===== config.mk =====
export PLATFORM = sky130hd
export DESIGN_NAME = ccc_fifo
export DESIGN_NICKNAME = d
export VERILOG_FILES = /design/src/ccc_checker.sv
export VERILOG_INCLUDE_DIRS = /design/src
export SDC_FILE = /design/constraint.sdc
export NUM_CORES = 1
export LEC_CHECK = 0
export BUFFER_PORTS_ARGS = -buffer_cell sky130_fd_sc_hd__clkbuf_2
export CAP_MARGIN = 20
export CORE_ASPECT_RATIO = 0.8
export CORE_MARGIN = 2
export CORE_UTILIZATION = 55
export DETAILED_ROUTE_END_ITERATION = 16
export PLACE_DENSITY = 0.83
export REMOVE_ABC_BUFFERS = 1
export SYNTH_ARGS = -nofsm -noshare
export SYNTH_HDL_FRONTEND = slang
export SYNTH_SLANG_ARGS = --single-unit

===== constraint.sdc =====
create_clock -name i_clk -period 29 [get_ports i_clk]
set_input_delay 5.8 -clock i_clk [delete_from_list [all_inputs] [get_ports i_clk]]
set_output_delay 5.8 -clock i_clk [all_outputs]
set_load 0.01 [all_outputs]

===== src/ccc_defines.svh =====
// constants for the configuration stream checksum checker
// assumes nothing; included by the package and the design file
`ifndef CCC_DEFINES_SVH
`define CCC_DEFINES_SVH

// register address codes seen on the write port
`define CCC_ADDR_CHECKSUM 4'h0
`define CCC_ADDR_FRAME_ADDRESS 4'h1
`define CCC_ADDR_FRAME_DATA_INPUT 4'h2
`define CCC_ADDR_COMMAND 4'h4
`define CCC_ADDR_CONTROL 4'h5
`define CCC_ADDR_CONTROL_MASK 4'h6
`define CCC_ADDR_CONFIG_OPTION 4'h9
`define CCC_ADDR_FRAME_LENGTH 4'hB

// x^16 + x^15 + x^2 + 1, x^16 implied
`define CCC_POLY 16'h8005
`define CCC_CRC_RESET_VAL 16'h0000
`define CCC_BITS_PER_CYCLE 9
`define CCC_LAST_PHASE 2'h3
`define CCC_FIFO_DEPTH 16

`endif


===== src/ccc_checker.sv =====
// configuration stream checksum checker: write fifo and 16-bit crc engine
// assumes writes come from packet-processor logic on i_clk, no sync needed
//
// What this block does
// RULE1 - sixteen-bit checksum, polynomial x16+x15+x2+1
// RULE2 - stage zero takes data xor stage fifteen
// RULE3 - stage two takes feedback xor stage one
// RULE4 - stage fifteen takes feedback xor stage fourteen
// RULE5 - checksum reset command clears all stages
// RULE6 - accumulation continues across words and packets
// RULE7 - expected value folded in; nonzero means failure
// RULE8 - only eight listed registers feed checksum
// RULE9 - shift address code and data word
// RULE10 - bits enter least significant first
// RULE11 - address code repeated after every word
// RULE12 - data bits first, then four address bits
// RULE13 - other stream content leaves checksum unchanged
// RULE14 - fixed four-bit codes for listed registers
// RULE15 - parallel update must equal serial model
`timescale 1ns/100ps
`default_nettype none
`include "ccc_defines.svh"

module ccc_fifo #(
    parameter int WIDTH = 36,
    parameter int DEPTH = 16
) (
    input  wire logic             i_clk,
    input  wire logic             i_reset,
    input  wire logic             i_in_valid,
    input  wire logic [WIDTH-1:0] i_in_data,
    output logic                  o_in_ready,
    output logic                  o_out_valid,
    output logic [WIDTH-1:0]      o_out_data,
    input  wire logic             i_out_ready
);
    localparam int AW = $clog2(DEPTH);

    logic [WIDTH-1:0] mem_r [0:DEPTH-1];
    logic [WIDTH-1:0] mem_nxt [0:DEPTH-1];
    logic [AW-1:0]    wptr_r;
    logic [AW-1:0]    wptr_nxt;
    logic [AW-1:0]    rptr_r;
    logic [AW-1:0]    rptr_nxt;
    logic [AW:0]      count_r;
    logic [AW:0]      count_nxt;
    logic             push;
    logic             pop;

    assign o_in_ready  = (count_r != (AW+1)'(DEPTH));
    assign o_out_valid = (count_r != '0);
    assign o_out_data  = mem_r[rptr_r];
    assign push        = i_in_valid && o_in_ready;
    assign pop         = o_out_valid && i_out_ready;

    always_comb begin
        mem_nxt   = mem_r;
        wptr_nxt  = wptr_r;
        rptr_nxt  = rptr_r;
        count_nxt = count_r;
        if (push) begin
            mem_nxt[wptr_r] = i_in_data;
            wptr_nxt        = wptr_r + 1'b1;
        end
        if (pop) begin
            rptr_nxt = rptr_r + 1'b1;
        end
        if (push && !pop) begin
            count_nxt = count_r + 1'b1;
        end else if (pop && !push) begin
            count_nxt = count_r - 1'b1;
        end
    end

    always_ff @(posedge i_clk or posedge i_reset) begin
        if (i_reset) begin
            for (int i = 0; i < DEPTH; i++) begin
                mem_r[i] <= '0;
            end
            wptr_r  <= '0;
            rptr_r  <= '0;
            count_r <= '0;
        end else begin
            mem_r   <= mem_nxt;
            wptr_r  <= wptr_nxt;
            rptr_r  <= rptr_nxt;
            count_r <= count_nxt;
        end
    end

    property p_fifo_full_blocks;
        @(posedge i_clk) disable iff (i_reset)
        (count_r == (AW+1)'(DEPTH) && !pop) |=> count_r == (AW+1)'(DEPTH);
    endproperty
    a_fifo_full_blocks: assert property (p_fifo_full_blocks) // RULE6
        else $error("fifo accepted a word while full");

    property p_fifo_count;
        @(posedge i_clk) disable iff (i_reset)
        (push && !pop) |=> count_r == $past(count_r) + 1'b1;
    endproperty
    a_fifo_count: assert property (p_fifo_count) // RULE6
        else $error("fifo count did not rise on push");

    property p_fifo_drain;
        @(posedge i_clk) disable iff (i_reset)
        (pop && !push) |=> count_r == $past(count_r) - 1'b1;
    endproperty
    a_fifo_drain: assert property (p_fifo_drain) // RULE6
        else $error("fifo count did not fall on pop");

endmodule


`default_nettype wire


### After elaboration in Yosys (flattened, before gate mapping)

Cells that the tools add are included.

| storage, ports and cells | value |
|---|---|
| flip-flop bits (word level) | 589 |
| input port bits | 40 |
| output and inout bits | 38 |
| logic and storage cells | 46 |

| operators by class | value |
|---|---|
| $add $sub $neg | 4 |
| magnitude comparators | 3 |
| eq/ne operators | 1 |
| multiplexer cells | 8 |
| bitwise operators | 2 |
| reduce and logical (&&, ||, !) cells | 9 |

Operator list:

| cell | number |
|---|---|
| $bwmux 576 | 1 |
| $bmux 36 s4 | 1 |
| $demux 36 s4 | 1 |
| $mux 36 | 3 |
| $ge 5x5->1 const B | 2 |
| $mux 5 | 2 |
| $not 4->5 | 2 |
| $add 4x1->4 const B | 2 |
| $add 5x1->5 const B | 1 |
| $logic_and 1x1->1 | 5 |
| $lt 5x1->1 const B | 1 |
| $ne 5x5->1 const B | 1 |
| $reduce_bool 5->1 | 1 |
| $sub 5x1->5 const B | 1 |
| $logic_not 1->1 | 2 |
| $reduce_bool 2->1 | 1 |

### Logic depth before layout (Yosys ltp)

| depth | value |
|---|---|
| depth in word-level cells | 6 |
| mapped depth | 10 |
| depth with buffers taken out | 10 |

### Least setup slack after synthesis

Ideal clock, no wire load.

| timing | value |
|---|---|
| path kind | input port to flip-flop |
| start | input port i_in_valid |
| end | register count_r[4] |
| setup time | 0.080 ns |
| data arrival time | 7.704 ns |
| required time | 28.920 ns |
| setup slack | 21.216 ns |
| stages on the path | 10 |
| path buffers | 1 |
| path through | inv_1 > a21oi_1 > buf_4 > ha_1 > inv_1 > fa_1 > a21o_1 > a21oi_1 > mux2i_1 > xnor2_1 |

| between the ends | value |
|---|---|
| word-level cells in the longest chain between the ends | 4 |
| elaborated cells on any way between the ends | 6 |

Ends and longest elaborated chain:

| item | line | text |
|---|---|---|
| start, declared | ccc_checker.sv:30 | `input wire logic i_in_valid,` |
| $logic_and 1x1->1 (*) | ccc_checker.sv:53 | `assign push = i_in_valid && o_in_ready;` |
| via push | ccc_checker.sv:47 | `logic push;` |
| $logic_not 1->1 | ccc_checker.sv:70 | `end else if (pop && !push) begin` |
| $logic_and 1x1->1 | ccc_checker.sv:70 |  |
| $reduce_bool 2->1 (no source line) | n/a |  |
| end signal, assigned | ccc_checker.sv:87 | `count_r <= count_nxt;` |
| end, declared | ccc_checker.sv:45 | `logic [AW:0] count_r;` |

Mark *: on every way through the listed nets, which the timed path passes. The rest lies on a longest branch.
A chain may end at the register's enable or synchronous reset.

### Worst setup path in the final report

| timing | value |
|---|---|
| start | register rptr_r[0] |
| end | output port o_out_data[7] |

| between the ends | value |
|---|---|
| word-level cells in the longest chain between the ends | 4 |

Ends and longest elaborated chain:

| item | line | text |
|---|---|---|
| start, declared | ccc_checker.sv:43 | `logic [AW-1:0] rptr_r;` |
| start signal, assigned | ccc_checker.sv:86 | `rptr_r <= rptr_nxt;` |
| $not 4->5 (not written as such) | ccc_checker.sv:52 | `assign o_out_data = mem_r[rptr_r];` |
| $bmux 36 s4 | ccc_checker.sv:52 |  |
| $mux 36 (not written as such) (2 in a row) | ccc_checker.sv:52 |  |
| end, declared | ccc_checker.sv:34 | `output logic [WIDTH-1:0] o_out_data,` |

No other way between the ends. The select of a mux whose other input is x is not followed.

==> impl_metrics.tcl <==
set metrics [dict create \
    die_area_um2 50800 \
    dp_hpwl_um 33100 \
    die_h_um 202 \
    crit_required_ns 23.20 \
    powerDensity_nw_per_um2 124 \
    worst-setup-path-type "reg2out" \
    io_buffers 77 \
    antenna_found_initial 2 \
    startpoint_type "flop" \
    grt.overflow.total 0 \
    cts_resized 0 \
    ant_nets 0 \
    post-cts-setup-buffers 0 \
    timing.final.hold_violations 0 \
    drtIter0Drc 1033 \
    worst_skew_pair.late_latency_ns 0.62 \
    synth_cell_types 34 \
    first_global_vias 17100 \
    numCtsBuffers 56 \
    synth_area_leaders "dfrtp_1, mux2_2, mux4_2" \
    cp_max_fo 59 \
    path_clk_slew_ns 0.06 \
    grt_max_degree 118 \
    drc 0 \
    finalSetupTns_ns 0 \
    min_period_over_period_pct 36.4 \
    fill_cells 3417 \
    fin_nets 1848 \
    cts_hold_buffers 0 \
    grt_pass1_wl_um 100000 \
    syn_avg_cell_area_um2 15.1 \
    vias 15800 \
    wl_per_cell_um 25.7 \
    placed_area_um2 27600 \
    power_mw 3.70 \
    tightestPinTransition_ns 1.18 \
    yosysSeqAreaShare_pct 54.7 \
    worstHoldPathType "reg2reg" \
    synth-warning-count 0 \
    synth_top_area_share_pct 54.7 \
    vias_per_cell 6.39 \
    grt.total_usage_pct 25.5 \
    die_width_um 251 \
    core-area_um2 48400 \
    numClockSinks 589 \
    design_area_um2 29700 \
    layout-drive-gt1-share_pct 46.0 \
    p_leak_nw 13.5 \
    htreeDepth 2 \
    drt_wl_total_um 63600 \
    clockBufferDepth 3 \
    yosys_register_bits 589 \
    setup_viol 0 \
    max_freq_ghz 0.0948 \
    skew_ns 0.0349 \
    ys.flop_type "dfrtp_1" \
    outcome "complete, no violations" \
    cts-root-buf "clkbuf_16" \
    ir_drop_mv 0.0627 \
    start_util_pct 55.7 \
    max_slew_margin_pct 21.2 \
    drtPass1Iterations 5 \
    yosysTopAreaCell "dfrtp_1" \
    synth-edff-count 0 \
    ioPinCount 78 \
    cts_tree "done" \
    min_period_ns 10.55 \
    syn2layout_area_growth_pct 10.3 \
    slew_viol_final 0 \
    cp-end-kind "primary output" \
    async_reset_ff_share_pct 100 \
    cp.arrival_ns 4.75 \
    netlist_instances 1788 \
    cap_violations 0 \
    rsz0062_at_grt "no" \
    syn_area_um2 26900 \
    row_count 72 \
    place_congestion 0.724 \
]
==> per-stage QoR <==
step	hold WS, ns	setup slack, ns	util, %	cells
6_report	0.486	18.45	61.4	2475
2_1_floorplan	0.459	6.72	-	1636
5_1_grt	0.504	18.29	61.4	2474
3_5_place_dp	0.478	19.18	57.0	2364
4_1_cts	0.491	18.46	61.2	2469
3_3_place_gp	0.469	19.32	57.0	2364
==> per-layer routing <==
layer	wire length [µm]	global-route usage, %	vias up
met5	13	0	-
met4	1440	7.23	2
met3	3170	3.97	121
met2	31500	42.7	423
met1	27500	35.0	8542
li1	-	-	6724
==> cell usage after synthesis (10+ instances only) <==
cell,n
clkbuf_1,67
nand2_1,43
mux2i_1,145
mux4_2,72
buf_2,55
a221oi_1,72
o21ai_0,39
mux2_4,10
mux2_1,19
a22oi_1,36
buf_1,13
buf_6,12
dfrtp_1,589
mux2_2,549
==> flip-flops by register name (all words and copies together), names as in the netlist <==
register / cells
mem_r: 576
wptr_r: 4
count_r: 5
rptr_r: 4
==> path summary, 6_finish.rpt <==
kind / startpoint / slack [ns] / cells after the start / to
worst min-delay path: mem_r[247]$_DFFE_PP0P_ / 0.49 / 1 / mem_r[247]$_DFFE_PP0P_
max in group asynchronous: i_reset / 21.22 / 5 / mem_r[378]$_DFFE_PP0P_
worst max-delay path: rptr_r[0]$_DFFE_PP0P_ / 18.45 / 7 / o_out_data[7]
min in group asynchronous: i_reset / 5.40 / 2 / mem_r[253]$_DFFE_PP0P_
worst max register to register: count_r[0]$_DFFE_PP0P_ / 25.78 / 5 / mem_r[171]$_DFFE_PP0P_
worst min register to register: mem_r[247]$_DFFE_PP0P_ / 0.49 / 1 / mem_r[247]$_DFFE_PP0P_
==> area by class of cell <==
| cell class | count | area, µm² | area share, % |
|---|---|---|---|
| flip-flops and latches | 589 | 14700 | 49.6 |
| multi-input cells | 1039 | 11400 | 38.5 |
| clock buffers | 82 | 1620 | 5.45 |
| well taps | 629 | 787 | 2.65 |
| repair buffers | 104 | 681 | 2.29 |
| clock inverters | 23 | 405 | 1.36 |
| inverters | 8 | 37.5 | 0.126 |
| diodes | 1 | 2.50 | 0.00842 |
==> power by group <==
group / switching (mW) / internal (mW)
logic: 0.668 / 0.752
registers: 0.248 / 1.23
clock network: 0.322 / 0.477
total: 1.24 / 2.46
==> cell families (layout without fill, tap and decap cells) <==
kind of cell    count (synthesis)  count (layout)  share of synthesized area, %
other cells                     0               1                             0
simple gates                   70              70                          1.60
buf+inv                       160             217                          2.89
flops                         589             589                          54.7
mux                           795             795                          35.7
xor+xnor                       10              10                         0.325
fa+ha+maj                      10              10                         0.492
compound gates                154             154                          4.28
==> cells in the final DEF (no fill, tap or decap), drive strengths merged, types with 8 or more instances in the layout <==
| cell | count |
|---|---|
| nand2 | 43 |
| bufinv | 10 |
| xnor2 | 8 |
| clkinv | 12 |
| inv | 8 |
| o21ai | 39 |
| nand3 | 13 |
| a22oi | 36 |
| clkbuf | 159 |
| mux4 | 72 |
| mux2i | 145 |
| mux2 | 578 |
| ha | 9 |
| a221oi | 72 |
| buf | 27 |
| dfrtp | 589 |
==> critical path, stage by stage, from the launching register on <==
cell      delay (ns)
dfrtp_4         0.90
buf_4           0.91
buf_4           0.95
mux2i_1         0.23
a221oi_1        0.52
a22oi_1         0.21
nand2_1         0.15
clkbuf_2        0.15
No activity file was read; power rests on OpenSTA's default activity.
